===== src/design/its_pkg.sv =====
// Constants, types and register map of the input terminal shutoff block.
// Operation
// - Each terminal has its own function code register.
// - Same code on several terminals ORs them.
// - Speed priority: jog, multi-speed, then PID.
// - Shutoff input covers unassigned run-enable or interlock.
// - Multi-speed and remote setting share the terminals.
// - V/F selection also selects the second set.
// - Control method frozen while running; second set only.
// - Analog select invalidates the voltage speed input.
// - Run-enable and shutoff act within 2 ms.
// - All other functions act within 20 ms.
// - Shutoff while running cuts output at once.
// - Shutoff function is terminal code 24.
// - Shutoff keeps output off despite start command.
// - Start removal decelerates; shutoff coasts instead.
// - Polarity setting: 0 default, also 2 and 4.
// - Setting 2 enables only when both inputs on.
// - Setting 4 ext on, comm off; 0 both off.
// - Shutoff acts in every operation mode.
// - Second-function input selects second parameter set.
// - Second-function input is terminal code 3.
package its_pkg;

  localparam int NUM_TERM = 5;
  localparam int CLK_HZ = 40_000_000;
  localparam int FAST_RESP_US = 2000;
  localparam int SLOW_RESP_US = 20000;
  localparam int FAST_RESP_CYC = FAST_RESP_US * (CLK_HZ / 1_000_000);
  localparam int SLOW_RESP_CYC = SLOW_RESP_US * (CLK_HZ / 1_000_000);
  // Contact filter uses half the slow budget, leaving margin for the rest.
  localparam int SLOW_FILTER_CYC = SLOW_RESP_CYC / 2;

  localparam logic [15:0] FN_SPEED_LOW = 16'h0000;
  localparam logic [15:0] FN_SPEED_MID = 16'h0001;
  localparam logic [15:0] FN_SPEED_HIGH = 16'h0002;
  localparam logic [15:0] FN_SECOND = 16'h0003;
  localparam logic [15:0] FN_ANALOG_SEL = 16'h0004;
  localparam logic [15:0] FN_JOG = 16'h0005;
  localparam logic [15:0] FN_SPEED_EXT = 16'h0008;
  localparam logic [15:0] FN_RUN_ENABLE = 16'h000a;
  localparam logic [15:0] FN_PANEL_IL = 16'h000c;
  localparam logic [15:0] FN_PID = 16'h000e;
  localparam logic [15:0] FN_CTRL_SW = 16'h0012;
  localparam logic [15:0] FN_SHUTOFF = 16'h0018;

  localparam logic [15:0] TERM_FN_RST [NUM_TERM] = '{
    16'h003c, 16'h003d, 16'h0000, 16'h0001, 16'h0002};

  localparam logic [2:0] POL_NO = 3'h0;
  localparam logic [2:0] POL_NC = 3'h2;
  localparam logic [2:0] POL_MIX = 3'h4;
  localparam logic [7:0] OPMODE_RST = 8'h00;
  localparam logic [7:0] OPMODE_INTERLOCK = 8'h07;

  localparam logic [7:0] OFF_TERM_FN = 8'h00;
  localparam logic [7:0] OFF_POLARITY = 8'h14;
  localparam logic [7:0] OFF_OPMODE = 8'h18;
  localparam logic [7:0] OFF_CONTROL = 8'h1c;
  localparam logic [7:0] OFF_STATUS = 8'h20;

  localparam int CTL_REMOTE = 0;
  localparam int CTL_COMM_SHUTOFF = 1;

  typedef enum logic [1:0] {
    SRC_ANALOG, SRC_PID, SRC_MULTI, SRC_JOG
  } its_speed_src_t;

  typedef enum logic [1:0] {
    DRV_STOP, DRV_RUN, DRV_DECEL, DRV_COAST
  } its_drive_t;

endpackage


===== src/design/its_term_filter.sv =====
// Two-stage synchroniser and contact filter for one input terminal.
`timescale 1ns/1ps
module its_term_filter #(
  parameter int FILTER_CYC = 400000
) (
  input wire logic clk,
  input wire logic nrst,
  input wire logic pin,
  output logic sync_out,
  output logic filt_out
);
  localparam int CW = $clog2(FILTER_CYC + 1);
  localparam logic [CW-1:0] CNT_LAST = CW'(FILTER_CYC - 1);

  logic meta;
  logic [CW-1:0] cnt;
  wire differs = sync_out != filt_out;

  always_ff @(posedge clk) begin
    if (!nrst) begin
      meta <= 1'b0;
      sync_out <= 1'b0;
    end else begin
      meta <= pin;
      sync_out <= meta;
    end
  end

  // A level must hold for the full window before it is accepted.
  always_ff @(posedge clk) begin
    if (!nrst) begin
      cnt <= '0;
      filt_out <= 1'b0;
    end else if (!differs) begin
      cnt <= '0;
    end else if (cnt == CNT_LAST) begin
      cnt <= '0;
      filt_out <= sync_out;
    end else begin
      cnt <= cnt + 1'b1;
    end
  end
endmodule


===== src/design/its_shutoff_logic.sv =====
// Input terminal function logic with output shutoff and AHB-Lite registers.
//
// Chosen here: the register addresses and register access over AHB-Lite.
`timescale 1ns/1ps
module its_shutoff_logic
  import its_pkg::*;
#(
  parameter int SLOW_FILTER = SLOW_FILTER_CYC
) (
  input wire logic clk,
  input wire logic nrst,
  input wire logic hsel,
  input wire logic [31:0] haddr,
  input wire logic [1:0] htrans,
  input wire logic hwrite,
  input wire logic [2:0] hsize,
  input wire logic [31:0] hwdata,
  input wire logic hready,
  output logic [31:0] hrdata,
  output logic hreadyout,
  output logic hresp,
  input wire logic [NUM_TERM-1:0] term_in,
  input wire logic start_cmd,
  input wire logic motor_running,
  output logic output_on,
  output logic coast_out,
  output logic decel_out,
  output logic second_set_select,
  output logic vf_control,
  output logic voltage_input_valid,
  output its_speed_src_t speed_src,
  output logic [3:0] speed_index,
  output logic [2:0] remote_cmd,
  output logic run_enable_ok,
  output logic panel_interlock_in
);

  logic [15:0] term_fn [NUM_TERM];
  wire [NUM_TERM-1:0][15:0] fn_codes;
  logic [2:0] polarity;
  logic [7:0] opmode;
  logic [1:0] control;
  logic dp_wr;
  logic [7:0] dp_addr;
  logic [NUM_TERM-1:0] term_fast;
  logic [NUM_TERM-1:0] term_slow;
  its_drive_t drv;
  its_drive_t next_drv;

  // Terminal inputs: a fast synchronised copy and a filtered copy.
  genvar g;
  generate
    for (g = 0; g < NUM_TERM; g++) begin : g_term
      its_term_filter #(.FILTER_CYC(SLOW_FILTER)) u_filt (
        .clk(clk),
        .nrst(nrst),
        .pin(term_in[g]),
        .sync_out(term_fast[g]),
        .filt_out(term_slow[g])
      );
    end
  endgenerate

  // OR of every terminal whose function register holds the given code.
  // The codes are an argument so that a register write re-evaluates users.
  function automatic logic fn_on(input logic [NUM_TERM-1:0][15:0] fns,
                                 input logic [NUM_TERM-1:0] lv,
                                 input logic [15:0] code);
    logic hit;
    hit = 1'b0;
    for (int i = 0; i < NUM_TERM; i++) begin
      if (fns[i] == code && lv[i]) begin
        hit = 1'b1;
      end
    end
    return hit;
  endfunction

  // AHB-Lite slave, zero wait states, always OKAY.
  wire ap_valid = hsel & htrans[1] & hready;
  wire ap_read = ap_valid & ~hwrite;
  wire [7:0] ap_addr = haddr[7:0];
  wire pol_legal = hwdata[2:0] == POL_NO || hwdata[2:0] == POL_NC ||
                   hwdata[2:0] == POL_MIX;
  wire wr_pol = dp_wr && dp_addr == OFF_POLARITY && hwdata[31:3] == '0;
  wire wr_opmode = dp_wr && dp_addr == OFF_OPMODE;
  wire wr_control = dp_wr && dp_addr == OFF_CONTROL;

  assign hreadyout = 1'b1;
  assign hresp = 1'b0;

  always_ff @(posedge clk) begin
    if (!nrst) begin
      dp_wr <= 1'b0;
      dp_addr <= 8'h00;
    end else begin
      dp_wr <= ap_valid & hwrite;
      dp_addr <= ap_addr;
    end
  end

  generate
    for (g = 0; g < NUM_TERM; g++) begin : g_fnreg
      wire wr_fn = dp_wr && dp_addr == OFF_TERM_FN + 8'(4 * g);
      assign fn_codes[g] = term_fn[g];
      always_ff @(posedge clk) begin
        if (!nrst) begin
          term_fn[g] <= TERM_FN_RST[g];
        end else if (wr_fn) begin
          term_fn[g] <= hwdata[15:0];
        end
      end
    end
  endgenerate

  // Polarity writes outside the three legal values are ignored.
  always_ff @(posedge clk) begin
    if (!nrst) begin
      polarity <= POL_NO;
      opmode <= OPMODE_RST;
      control <= 2'h0;
    end else begin
      if (wr_pol && pol_legal) begin
        polarity <= hwdata[2:0];
      end
      if (wr_opmode) begin
        opmode <= hwdata[7:0];
      end
      if (wr_control) begin
        control <= hwdata[1:0];
      end
    end
  end

  // Function decode. Shutoff and run enable use the fast path.
  wire ext_shutoff = fn_on(fn_codes, term_fast, FN_SHUTOFF);
  wire comm_shutoff = control[CTL_COMM_SHUTOFF];
  wire run_en_on = fn_on(fn_codes, term_fast, FN_RUN_ENABLE);
  wire run_en_asg = fn_on(fn_codes, '1, FN_RUN_ENABLE);
  wire panel_on = fn_on(fn_codes, term_slow, FN_PANEL_IL);
  wire panel_asg = fn_on(fn_codes, '1, FN_PANEL_IL);
  wire second_on = fn_on(fn_codes, term_slow, FN_SECOND);
  wire analog_on = fn_on(fn_codes, term_slow, FN_ANALOG_SEL);
  wire jog_on = fn_on(fn_codes, term_slow, FN_JOG);
  wire pid_on = fn_on(fn_codes, term_slow, FN_PID);
  wire ctrl_sw_on = fn_on(fn_codes, term_slow, FN_CTRL_SW);
  wire sp_low = fn_on(fn_codes, term_slow, FN_SPEED_LOW);
  wire sp_mid = fn_on(fn_codes, term_slow, FN_SPEED_MID);
  wire sp_high = fn_on(fn_codes, term_slow, FN_SPEED_HIGH);
  wire sp_ext = fn_on(fn_codes, term_slow, FN_SPEED_EXT);
  wire remote_mode = control[CTL_REMOTE];

  // Operation is enabled only for the one permitted input pair.
  wire op_enabled =
    (polarity == POL_NO && !ext_shutoff && !comm_shutoff) ||
    (polarity == POL_NC && ext_shutoff && comm_shutoff) ||
    (polarity == POL_MIX && ext_shutoff && !comm_shutoff);
  // Independent of operation mode by construction.
  wire shutoff_active = !op_enabled;

  // Unassigned run enable is covered by the shutoff gate itself.
  wire run_permit = run_en_asg ? run_en_on : 1'b1;
  wire panel_level = panel_asg ? panel_on :
    (opmode == OPMODE_INTERLOCK && !op_enabled);

  wire multi_on = !remote_mode && (sp_low | sp_mid | sp_high | sp_ext);
  wire [1:0] next_src = jog_on ? SRC_JOG :
    multi_on ? SRC_MULTI :
    pid_on ? SRC_PID : SRC_ANALOG;
  wire [3:0] next_index = remote_mode ? 4'h0 :
    {sp_ext, sp_high, sp_mid, sp_low};
  wire [2:0] next_remote = remote_mode ?
    {sp_high, sp_mid, sp_low} : 3'h0;

  wire next_vf = motor_running ? vf_control : ctrl_sw_on;
  wire next_second = second_on | ctrl_sw_on | next_vf;

  // Drive sequencing: shutoff forces coast from any running state.
  always_comb begin
    next_drv = drv;
    unique case (drv)
      DRV_STOP: begin
        if (start_cmd && run_permit && !shutoff_active) begin
          next_drv = DRV_RUN;
        end
      end
      DRV_RUN: begin
        if (shutoff_active || !run_permit) begin
          next_drv = DRV_COAST;
        end else if (!start_cmd) begin
          next_drv = DRV_DECEL;
        end
      end
      DRV_DECEL: begin
        if (shutoff_active || !run_permit) begin
          next_drv = DRV_COAST;
        end else if (start_cmd) begin
          next_drv = DRV_RUN;
        end else if (!motor_running) begin
          next_drv = DRV_STOP;
        end
      end
      DRV_COAST: begin
        if (!shutoff_active && !motor_running) begin
          next_drv = DRV_STOP;
        end
      end
    endcase
  end

  wire next_on = next_drv == DRV_RUN || next_drv == DRV_DECEL;

  always_ff @(posedge clk) begin
    if (!nrst) begin
      drv <= DRV_STOP;
      output_on <= 1'b0;
      coast_out <= 1'b0;
      decel_out <= 1'b0;
    end else begin
      drv <= next_drv;
      output_on <= next_on;
      coast_out <= next_drv == DRV_COAST;
      decel_out <= next_drv == DRV_DECEL;
    end
  end

  always_ff @(posedge clk) begin
    if (!nrst) begin
      vf_control <= 1'b0;
      second_set_select <= 1'b0;
      voltage_input_valid <= 1'b1;
      speed_src <= SRC_ANALOG;
      speed_index <= 4'h0;
      remote_cmd <= 3'h0;
      run_enable_ok <= 1'b0;
      panel_interlock_in <= 1'b0;
    end else begin
      vf_control <= next_vf;
      second_set_select <= next_second;
      voltage_input_valid <= !analog_on;
      speed_src <= its_speed_src_t'(next_src);
      speed_index <= next_index;
      remote_cmd <= next_remote;
      run_enable_ok <= run_permit;
      panel_interlock_in <= panel_level;
    end
  end

  // Register read data is captured in the address phase.
  wire [31:0] status_word = {21'h0, term_fast, speed_src, vf_control,
                             second_set_select, shutoff_active, output_on};
  wire term_hit = ap_addr < OFF_POLARITY && ap_addr[1:0] == 2'h0;
  wire [15:0] fn_sel = term_fn[ap_addr[4:2] < 3'(NUM_TERM) ?
                               ap_addr[4:2] : 3'h0];
  wire [31:0] rd_word =
    term_hit ? {16'h0, fn_sel} :
    ap_addr == OFF_POLARITY ? {29'h0, polarity} :
    ap_addr == OFF_OPMODE ? {24'h0, opmode} :
    ap_addr == OFF_CONTROL ? {30'h0, control} :
    ap_addr == OFF_STATUS ? status_word : 32'h0;

  always_ff @(posedge clk) begin
    if (!nrst) begin
      hrdata <= 32'h0;
    end else if (ap_read) begin
      hrdata <= (haddr[31:8] == '0) ? rd_word : 32'h0;
    end
  end
endmodule


===== config.mk =====
export PLATFORM = sky130hd
export DESIGN_NAME = its_shutoff_logic
export DESIGN_NICKNAME = d
export VERILOG_FILES = /design/src/design/its_pkg.sv /design/src/design/its_term_filter.sv /design/src/design/its_shutoff_logic.sv
export SDC_FILE = /design/constraint.sdc
export NUM_CORES = 1
export LEC_CHECK = 0
export ABC_AREA = 1
export BUFFER_PORTS_ARGS = -buffer_cell sky130_fd_sc_hd__buf_2
export CAP_MARGIN = 25
export CORE_AREA = 5 5 192 194
export DETAILED_ROUTE_END_ITERATION = 6
export DIE_AREA = 0 0 197 199
export SYNTH_ARGS = -nofsm -noshare
export SYNTH_HDL_FRONTEND = slang
export SYNTH_SLANG_ARGS = --single-unit

===== constraint.sdc =====
create_clock -name clk -period 2.1 [get_ports clk]
set_input_delay 0.42 -clock clk [delete_from_list [all_inputs] [get_ports clk]]
set_output_delay 0.42 -clock clk [all_outputs]
set_load 0.05 [all_outputs]

Word-level counts from Yosys, hierarchy flattened
Memory sizes are Yosys's and may differ from the RTL's.
Index checks and enable logic that the tools add are counted.
Word-level totals
  output and inout port bits: 51
  word-level logic and storage cells: 385
  register bits: 183
  memory bits (writable): 80
  memories kept: 1
Memory list
  term_fn: depth 5, bits a word 16, rd ports 6, clocked after memory_dff 0, write ports 5, RTL line its_shutoff_logic.sv:38  | logic [15:0] term_fn [NUM_TERM];
Operators by class
  bitwise logic cells: 21
  eq/ne operators: 87
  reduce and logical (&&, ||, !) cells: 119
  mux-type cells: 112
  add/subtract/negate cells: 5
  magnitude comparators: 2
Operators by type and width (number)
  $eq A16 B4 Y1 const B: 20
  $eq A16 B2 Y1 const B: 10
  $eq A16 B3 Y1 const B: 10
  $eq A16 B5 Y1 const B: 10
  $mux W16: 7
  $add A19 B1 Y19 const B: 5
  $eq A19 B19 Y1 const B: 5
  $mux W1: 90
  $logic_and A1 B1 Y1: 82
  $eq A16 B1 Y1 const B: 5
  $logic_not A16 Y1: 5
  $eq A8 B5 Y1 const B: 7
  $mux W11: 4
  $logic_not A29 Y1: 1
  $logic_not A24 Y1: 1
  $mux W2: 9
  $eq A8 B3 Y1 const B: 2
  $eq A8 B4 Y1 const B: 2
  $reduce_or A3 Y1: 5
  $reduce_and A2 Y1: 6
  $or A1 B1 Y1: 10
  $eq A2 B2 Y1 const B: 4
  $eq A8 B6 Y1 const B: 1
  $logic_not A8 Y1: 1
  15 further kinds: 44

Logic depth before layout (Yosys ltp)
Gate-level depths: netlist (run 1).
An unclocked memory read counts as a cell.
  depth in word-level cells: 20
  depth in mapped cells: 17
  gate-level depth less buffers: 17

Modules after synthesis
From an unflattened synthesis (run 1), not the netlist that was laid out.
Unflattened totals
  cell total of the unflattened synthesis: 1773
  area total of the unflattened synthesis: 13047.5 sq um
Modules (own cells, without submodules)
  its_shutoff_logic: instances 1, area an instance 7594.8 sq um, cells each 1016, sequential area each 3543.4 sq um
  its_term_filter (g_term[0].u_filt ...): instances 4, area an instance 1088.5 sq um, cells each 149, sequential area each 440.4 sq um
  its_term_filter (g_term[4].u_filt): instances 1, area an instance 1098.6 sq um, cells each 161, sequential area each 440.4 sq um

Worst setup path before layout (run 1)
No wires, ideal clock.
  path kind: reg2reg
  start point: memory term_fn[4][9]
  end point: register output_on
  path buffers: 0
  slack: 220 ps
  arrival time: 1814 ps
  stages on the path, launching flop included: 15
  clock period less this slack: 1880 ps
  path through: edfxtp_1 > nor2_1 > nand2_1 > nor2_2 > nand2_1 > nor2_1 > nor2_1 > nand2_1 > nand2_1 > nand2_1 > nand4_1 > nand3_1 > inv_1 > ha_1 > nor2_1
RTL lines
  from (decl): RTL line its_shutoff_logic.sv:38
  to (signal assigned): RTL line its_shutoff_logic.sv:221  | output_on <= next_on;
  to (decl): RTL line its_shutoff_logic.sv:25  | output logic output_on,

==> results by group, run 1 <==
Routing
  – Via count: 11110
  – Drt pass-1 iters: 5
  – Drt total wl: 33640 um
  – DR iter-0 viols: 660
  – DRC violation count after routing: 0
  – Routed WL per cell: 14.53 um
  – Routed Antenna Nets: 0
  – DR vias/cell: 4.800

Clock network
  – TritonCTS Buffers: 28
  – Register clock-pin slew on the reported worst setup and hold paths: 60 ps
  – Clock Tree Buf Depth: 3
  – H-tree depth: 1
  – Root Driver: clkbuf_16
  – Worst-skew pair later-pin latency: 550 ps
  – TritonCTS clock tree: done
  – Sinks on Clock Net: 247
  – Cts hold-fix bufs: 0

Setup path
  – Largest fanout on the critical path: 6
  – CP startpoint: term_fn[2][1]
  – Crit Path Category: reg -> reg
  – Crit start category: flip-flop
  – Cells on worst reg2reg path: 14
  – CP arrival: 2530 ps
  – Critical Path RT: 2580 ps
  – Worst reg2reg startpoint: term_fn[2][1]
  – Worst setup EP type: flip-flop
  – Reg2Reg Setup Slack: 50 ps
  – FF-to-FF End: output_on

Floorplanning
  – Total core area: 35050 um^2
  – Die X: 197 um
  – Die area: 39200 um^2
  – Initial core utilization: 34.54%
  – Top-Level Pins: 132
  – Die height: 199 um
  – Row count: 69

Flow run
  – Maxcap violations: 0

Placed design
  – Dpl ws: -38.12 ps
  – Placed cell count: 2254
  – HPWL Detailed: 26280 um
  – GPL Wtd Cong: 0.9222
  – I/O Buffers: 109

Worst hold path
  – Worst Hold Depth: 3
  – Worst Hold End: g_term[2].u_filt.meta
  – HP Class: in -> reg
  – Hold path start: term_in[2]

Yosys
  – Synth warn: 0
  – EDFF count, synth: 80
  – Mapped Area: 12110 um^2
  – Synth Instances: 1609
  – Synth Flop Type: dfxtp_1
  – Async SR Flop Fraction: 0%
  – Distinct cells, synth: 51
  – Flip-flop and latch count after synthesis: 247
  – Syn avg cell area: 7.524 um^2
  – Sequential area share after synthesis: 47.46%

STA
  – Hold Vio Cnt, Final: 0
  – Pins Over Slew Limit: 0
  – Time the worst path needs with I/O delays and setup: 2051 ps
  – RSZ-0062 raised after global routing: yes
  – Clock Skews: 17.08 ps
  – Final setup viols: 0
  – Rel. slew slack: 66.55%
  – Worst setup slack after layout: 49.12 ps
  – Fmax achieved: 487.6 MHz
  – Worst-Margin Slew: 494.8 ps
  – Final worst-path cycle share: 97.66%

GRT
  – Initial antenna violation count: 0
  – Largest net degree at the start of global routing: 57
  – GRT Util Overall: 16.62%
  – First-pass GRT wire length: 53100 um
  – Vias in the first global route: 10530
  – Global route overflow: 0

Finish
  – Fin cells: 2315
  – N_diodes: 0
  – Filler cell count: 3613
  – Commonest non-fill, non-tap cells in the layout: 293 x nor2_1, 270 x nand2_1, 200 x inv_1
  – Number of nets in the layout: 1920
  – Area growth from synthesis to layout: 23.82%
  – Share of layout cells above drive strength 1: 20.01%
  – Commonest non-fill, non-tap cell in the layout: nor2_1

Power and ir drop
  – Lkg Pwr: 6.101 nW
  – Pwr dens: 696.3 nW/um^2
  – Max VDD drop: 0.5844 mV

Status
  – Status: finished, final reports clean
==> per-stage QoR <==
| stage | area, um^2 | setup TNS [ps] | util (%) | power [mW] | hold slack [ps] |
|---|---|---|---|---|---|
| after floorplan | 12170 | 0 | - | 5.562 | 390.5 |
| after global placement | 13870 | -19.05 | 39.56 | 5.850 | 400.7 |
| after detailed placement | 13870 | -86.51 | 39.56 | 5.857 | 407.1 |
| after CTS | 14760 | 0 | 42.10 | 10.55 | 36.79 |
| after global routing | 14990 | -165.3 | 42.76 | 10.87 | 57.18 |
| final | 14990 | 0 | 42.76 | 10.44 | 59.86 |
==> worst max path at each step <==
| stage | to | cells past startpoint |
|---|---|---|
| after CTS | output_on | 15 |
| after global routing | output_on | 14 |
| after global placement | polarity[1] | 9 |
| final | output_on | 14 |
| after detailed placement | polarity[1] | 9 |
| after floorplan | output_on | 14 |
==> layer usage <==
layer	wire length, um	share of wire [%]	global-route usage [%]
met5	0	0	0
met4	1052	3.1	4.802
met3	1933	5.7	2.862
met2	15640	46	28.10
met1	15020	45	21.98
==> worst max-delay path: stages, from the launching register on <==
cell	delay [ps]
edfxtp_1	460
nor2_2	140
nand3_1	150
nor2_1	120
nand3_1	80
nand2_1	120
inv_2	50
nand3_1	150
nand2_4	90
nand2_1	80
nand2_2	70
nand3_2	100
inv_1	50
ha_1	280
nor2_1	90
==> sequential cells by signal, indices dropped and copies added (netlist names), 4 cells and up <==
name	flops
opmode	8
g_term.u_filt.cnt	95
dp_addr	8
g_term.u_filt.sync_out	5
term_fn	80
g_term.u_filt.filt_out	5
speed_index	4
hrdata	16
g_term.u_filt.meta	5
==> logic make-up after synthesis <==
logic type | count (synthesis) | synth area share [%]
adders and majority gates | 7 | 0.7235
and+or+nand+nor | 827 | 30.33
DFF | 247 | 47.46
buffers and inverters | 277 | 9.168
xor gates and xnor gates | 21 | 1.519
other | 2 | 0.06204
AOI/OAI and AO/OA | 228 | 10.74
==> Yosys cell counts (all sizes together) (2+ instances only) <==
cell	count	area [um^2]
xor2	12	105.1
dfxtp	167	3343
and3	4	25.02
o21ai	84	420.4
clkbuf	22	82.58
clkinv	3	11.26
a21oi	86	430.4
nand3b	3	22.52
o2111ai	2	17.52
inv	229	859.6
a211oi	13	97.59
edfxtp	80	2402
conb	2	7.510
buf	23	156.4
or3	2	12.51
o211ai	17	127.6
nand2	277	1045
nor4	21	175.2
ha	7	87.58
a31oi	2	12.51
nand4	38	237.7
o221ai	3	26.28
o32a	3	30.03
o22ai	5	31.28
nor3	49	275.3
nor3b	7	52.55
o21a	6	45.04
nor2	322	1271
xnor2	9	78.83
nand3	95	495.5
or2	8	50.05
==> power breakdown <==
group	leakage (nW)	total [mW]	internal (mW)	switching (mW)
sequential	2.12	5.07	5.01	0.0609
clock	0.432	4.67	2.70	1.97
combinational	3.54	0.700	0.232	0.468
==> what timing repair did <==
action,4_1_cts,5_1_grt
endpoints found under the setup margin,1,29
setup buffers,0,9
endpoints found under the hold margin,0,0
pin swaps,0,20
gates resized for setup,2,46
==> area by class of cell <==
| type | instances | area, um^2 | share of cell area (%) |
|---|---|---|---|
| sequential | 247 | 5749 | 38.36 |
| clock inverter | 14 | 111.4 | 0.7429 |
| tap | 461 | 576.8 | 3.848 |
| clock buffer | 38 | 769.5 | 5.134 |
| multi-input combinational | 1101 | 5480 | 36.56 |
| timing repair buffer | 222 | 1431 | 9.549 |
| inverter | 232 | 870.8 | 5.810 |
No activity file was read; power rests on OpenSTA's default activity.
==> run 2: changes to the inputs <==
--- a/config.mk
+++ b/config.mk
@@ -5,12 +5,11 @@
 export SDC_FILE = /design/constraint.sdc
 export NUM_CORES = 1
 export LEC_CHECK = 0
-export ABC_AREA = 1
 export BUFFER_PORTS_ARGS = -buffer_cell sky130_fd_sc_hd__buf_2
 export CAP_MARGIN = 25
-export CORE_AREA = 5 5 192 194
+export CORE_AREA = 5 5 189 191
 export DETAILED_ROUTE_END_ITERATION = 6
-export DIE_AREA = 0 0 197 199
+export DIE_AREA = 0 0 194 196
 export SYNTH_ARGS = -nofsm -noshare
 export SYNTH_HDL_FRONTEND = slang
 export SYNTH_SLANG_ARGS = --single-unit
==> results by group, run 2 <==
Finish
  – Largest register FFs: 95
  – Final core utilization: 44.89%
  – Post-route cell area: 15240 um^2
  – Area growth from synthesis to layout: 31.11%
  – Commonest non-fill, non-tap cell in the layout: buf_4
  – Fin cells: 1986
  – Register with the most flip-flops: g_term.u_filt.cnt
  – Largest regs: g_term.u_filt.cnt x95, term_fn x80, hrdata x16
  – Share of layout cells above drive strength 1: 27.43%
  – Filler cell count: 3254
  – Commonest non-fill, non-tap cells in the layout: 188 x buf_4, 169 x nor2_1, 167 x dfxtp_1
  – N_diodes: 0
  – Number of nets in the layout: 1600

Power and ir drop
  – Lkg Pwr: 5.720 nW
  – Pwr dens: 677.7 nW/um^2
  – Total power: 10.33 mW
  – Max VDD drop: 0.4786 mV

Clock network
  – H-tree depth: 1
  – Worst-skew pair later-pin latency: 540 ps
  – TritonCTS clock tree: done
  – Sinks on Clock Net: 247
  – Cts hold-fix bufs: 0
  – Clock Tree Buf Depth: 3
  – TritonCTS Buffers: 27
  – Register clock-pin slew on the reported worst setup and hold paths: 60 ps
  – Root Driver: clkbuf_16

Placed design
  – Placed Area: 14030 um^2
  – Dpl ws: -791.5 ps
  – GPL Wtd Cong: 0.9388
  – HPWL Detailed: 26470 um
  – Placed cell count: 1928
  – I/O Buffers: 109

Yosys
  – Flip-flop and latch count after synthesis: 247
  – Compound-gate portion of the synthesized area: 6.620%
  – Synth top cells by count: 177 x nor2_1, 167 x dfxtp_1, 97 x nand2_1
  – Synth warn: 0
  – EDFF count, synth: 80
  – Syn avg cell area: 9.543 um^2
  – Area leader, netlist: dfxtp_1
  – Synth Flop Type: dfxtp_1
  – Distinct cells, synth: 63
  – Mapped Area: 11620 um^2
  – Most common cell in the netlist: nor2_1
  – Largest family of logic cells by synthesized area: simple AND/OR/NAND/NOR gates
  – Async SR Flop Fraction: 0%
  – Yosys top cell area share: 28.76%
  – Mux contribution to synthesized area: 4.736%
  – Synth Area in Simple Gates: 28.93%
  – Synth Instances: 1218
  – Adder-cell area share of the yosys netlist: 0.7535%
  – Sequential area share after synthesis: 49.43%
  – Synth area leaders: dfxtp_1 29%, edfxtp_1 21%, nor2_1 5.7%, and2_1 5.0%, xor2_1 4.1%
  – Post-synthesis xor/xnor area fraction: 6.254%

STA
  – Final setup viols: 20
  – Pins Over Slew Limit: 0
  – RSZ-0062 raised after global routing: yes
  – Worst setup slack after layout: -691.7 ps
  – Fmax achieved: 358.2 MHz
  – Final worst-path cycle share: 132.9%
  – Hold Vio Cnt, Final: 0
  – WHS: 93.04 ps
  – Time the worst path needs with I/O delays and setup: 2792 ps
  – Clock Skews: 16.26 ps
  – Sum of negative setup slack: -7209 ps

GRT
  – Initial antenna violation count: 0
  – GRT Util Overall: 17.51%
  – First-pass GRT wire length: 54050 um
  – Global route overflow: 0
  – Vias in the first global route: 9891
  – Largest net degree at the start of global routing: 43

Status
  – Failing checks: setup timing
  – Status: complete, but fails checks

Floorplanning
  – Row count: 68
  – Initial core utilization: 34.24%
  – Die area: 38020 um^2
  – Total core area: 33950 um^2
  – Die height: 196 um
  – Top-Level Pins: 132
  – Die X: 194 um

Routing
  – DR iter-0 viols: 586
  – Routed Antenna Nets: 0
  – Routed WL per cell: 17.28 um
  – DRC violation count after routing: 0
  – Drt total wl: 34320 um
  – Drt pass-1 iters: 5
  – DR vias/cell: 5.002
  – Via count: 9934

Setup path
  – Largest fanout on the critical path: 4
  – Critical Path RT: 2510 ps
  – Reg2Reg Setup Slack: -690 ps
  – Worst setup EP type: flip-flop
  – Crit start category: flip-flop
  – Crit Path Category: reg -> reg
  – CP arrival: 3210 ps

Flow run
  – Maxcap violations: 0

Worst hold path
  – HP Class: in -> reg
run 2: cell types whose count changed after synthesis, sizes merged, moves of 20 or more:
cell / before / now
a21oi: 86 / 36
and2: 0 / 93
inv: 229 / 22
mux2i: 0 / 28
nand2: 277 / 97
nand3: 95 / 55
nor2: 322 / 178
nor4: 21 / 43
o21ai: 84 / 17
or3: 2 / 30
xnor2: 9 / 29
xor2: 12 / 54
run 2: final timing paths:
check	startpoint	end	depth (start not counted)
min reg2reg	g_term[3].u_filt.meta	g_term[3].u_filt.sync_out	1
max	term_fn[4][14]	output_on	9
max reg2reg	term_fn[4][14]	output_on	9
min	term_in[2]	g_term[2].u_filt.meta	2
run 2: metal layers:
| layer | vias to the layer above | GRT usage (%) | part of all wire, % |
|---|---|---|---|
| li1 | 4877 | - | - |
| met1 | 4744 | 22.61 | 44 |
| met2 | 255 | 30.47 | 48 |
| met3 | 58 | 2.628 | 5.0 |
| met4 | 0 | 5.313 | 2.9 |
| met5 | - | 0 | 0 |
run 2: cell families after synthesis:
family | count (synthesis)
XOR/XNOR | 83
multiplexers | 40
AND/OR/NAND/NOR | 646
buffers and inverters | 81
AO/OA/AOI/OAI | 112
flip-flops | 247
other | 2
adder cells (fa/ha/maj) | 7
run 2: what timing repair did:
item,CTS,global route
buffers inserted,7,4
setup endpoints to repair,20,59
gates resized for setup,33,25
pin swaps,17,13
run 2: worst max-delay path, cell delays in order (launching register included):
cell	delay (ps)
edfxtp_1	380
or4_4	560
or3_4	420
or4_4	510
o41ai_4	100
o22ai_2	120
a21oi_2	220
nor2_2	60
ha_1	270
nor2_1	40
run 2: cell type report:
type / instances / area [um^2] / area share [%]
clock inverters: 13 / 118.9 / 0.7800
repair buffers: 308 / 2142 / 14.06
well taps: 455 / 569.3 / 3.736
clock buffers: 35 / 715.7 / 4.696
inverters: 22 / 82.58 / 0.5419
flip-flops and latches: 247 / 5746 / 37.70
multi-input cells: 906 / 5866 / 38.49
run 2: power by group:
part | internal [mW] | total, mW | switching, mW
sequential | 5.00 | 5.06 | 0.0587
combinational | 0.296 | 0.720 | 0.424
clock | 2.64 | 4.54 | 1.91
==> run 3: changes to the inputs <==
==> constraint.sdc (replaced) <==
create_clock -name clk -period 2.1 [get_ports clk]
set_input_delay 0.21 -clock clk [delete_from_list [all_inputs] [get_ports clk]]
set_output_delay 0.21 -clock clk [all_outputs]
set_load 0.05 [all_outputs]
==> results by group, run 3 (synthesis gave the netlist of run 2 again) <==
Setup path
  – CP startpoint: term_fn[4][12]
  – Worst path buffer plus inverter count: 0
  – Worst path top cell family by delay: simple AND/OR/NAND/NOR gates
  – Crit-path slowest cell: or4_4
  – Largest fanout on the critical path: 3
  – Critical Path RT: 2540 ps
  – Worst reg2reg startpoint: term_fn[4][12]
  – Crit start category: flip-flop
  – Worst path most repeated cell: or4_4
  – Crit Path Category: reg -> reg
  – Crit-path max cell delay: 560 ps
  – CP arrival: 3320 ps
  – CP Cell Sequence: or4_4 > or3_4 > or4_4 > o41ai_4 > o22ai_2 > a21oi_2 > nor2_1 > ha_4 > nor2_4
  – Worst setup EP type: flip-flop

Placed design
  – I/O Buffers: 109
  – Placed Area: 13890 um^2
  – HPWL Detailed: 26890 um
  – GPL Wtd Cong: 0.9681

Finish
  – Post-route cell area: 15480 um^2
  – Largest register FFs: 95
  – Area growth from synthesis to layout: 33.18%
  – Commonest non-fill, non-tap cells in the layout: 177 x buf_4, 171 x nor2_1, 167 x dfxtp_1
  – Commonest non-fill, non-tap cell in the layout: buf_4
  – Number of nets in the layout: 1604
  – Register with the most flip-flops: g_term.u_filt.cnt
  – N_diodes: 0
  – Share of layout cells above drive strength 1: 26.97%
  – Largest regs: g_term.u_filt.cnt x95, term_fn x80, hrdata x16

Floorplanning
  – Row count: 68
  – Top-Level Pins: 132
  – Die area: 38020 um^2
  – Total core area: 33950 um^2
  – Initial core utilization: 34.24%
  – Die X: 194 um
  – Die height: 196 um

Worst hold path
  – HP Class: in -> reg
  – Hold path start: haddr[2]

Clock network
  – Root Driver: clkbuf_16
  – Register clock-pin slew on the reported worst setup and hold paths: 60 ps
  – Clock Tree Buf Depth: 3
  – Sinks on Clock Net: 247
  – H-tree depth: 1
  – Worst-skew pair later-pin latency: 560 ps
  – TritonCTS clock tree: done
  – TritonCTS Buffers: 29

GRT
  – Initial antenna violation count: 0
  – Vias in the first global route: 9862
  – First-pass GRT wire length: 54580 um
  – Largest net degree at the start of global routing: 43
  – GRT Util Overall: 17.88%
  – Global route overflow: 0

Routing
  – Routed WL per cell: 17.81 um
  – DR vias/cell: 5.022
  – Drt total wl: 35520 um
  – Drt pass-1 iters: 6
  – DRC violation count after routing: 0
  – DR iter-0 viols: 674
  – Routed Antenna Nets: 0
  – Via count: 10010

STA
  – Fmax achieved: 347.7 MHz
  – Worst setup slack after layout: -775.9 ps
  – Pins Over Slew Limit: 0
  – Clock Skews: 12.24 ps
  – WHS: 26.26 ps
  – Sum of negative setup slack: -8780 ps
  – Hold Vio Cnt, Final: 0
  – RSZ-0062 raised after global routing: yes
  – Rel. slew slack: 65.82%
  – Time the worst path needs with I/O delays and setup: 2876 ps
  – Final worst-path cycle share: 136.9%
  – Final setup viols: 20
  – Worst-Margin Slew: 511.4 ps

Power and ir drop
  – Pwr dens: 726.4 nW/um^2
  – Lkg Pwr: 5.824 nW
  – Max VDD drop: 0.6209 mV
  – Total power: 11.25 mW

Flow run
  – Maxcap violations: 0

Status
  – Failing checks: setup timing
  – Status: complete, but fails checks
## run 3: cell types whose count changed in the layout (fill, tap and decap cells not counted), moves of 3 or more
cell	change
buf_4	-11
clkbuf_1	-4
clkinv_2	-5
clkbuf_8	+3
clkinv_1	+3
dlygate4sd3_1	+14
inv_6	+3
bufinv_16	+4
or3_4	-3
## run 3: per-layer routing
layer  wire (um)  track usage (%)  share of wire [%]
met1       15030            22.72                 42
met3        2000            2.885                5.6
met2       17350            31.65                 49
met5           0                0                  0
met4        1139            4.896                3.2
## run 3: worst paths after layout
kind | to | slack [ps] | cells past startpoint
setup / recovery | output_on | -780 | 9
hold / removal | dp_addr[2] | 30 | 2
setup reg to reg | output_on | -780 | 9
hold reg to reg | g_term[4].u_filt.sync_out | 440 | 1
## run 3: cell type report
cell class | instances | area, um^2
clock buffer | 36 | 792.0
clock inverter | 18 | 254.0
fill | 3242 | 18470
inverter | 22 | 82.58
multi-input combinational | 906 | 5857
sequential | 247 | 5746
tap | 455 | 569.3
timing repair buffer | 310 | 2180
## run 3: per-stage QoR
step,worst slack [ps],instances,util [%]
after global placement,-741.1,1911,40.91
after floorplan,-645.0,1234,-
after detailed placement,-809.8,1911,40.91
final,-775.9,1994,45.60
after CTS,-714.7,1991,45.09
after global routing,-861.9,1994,45.60
## run 3: where the power goes
group          switching, mW  internal [mW]  total [mW]
clock                   2.04           3.41        5.45
sequential            0.0598           5.01        5.07
combinational          0.436          0.296       0.732
total                   2.53           8.71        11.2
## run 3: timing repair
item                                    CTS  global route
endpoints found under the setup margin   20            75
pin swaps                                 9            17
buffers inserted                         12             4
hold endpoints to repair                 13             0
resized for setup                        26            29
hold buffers                             14             0
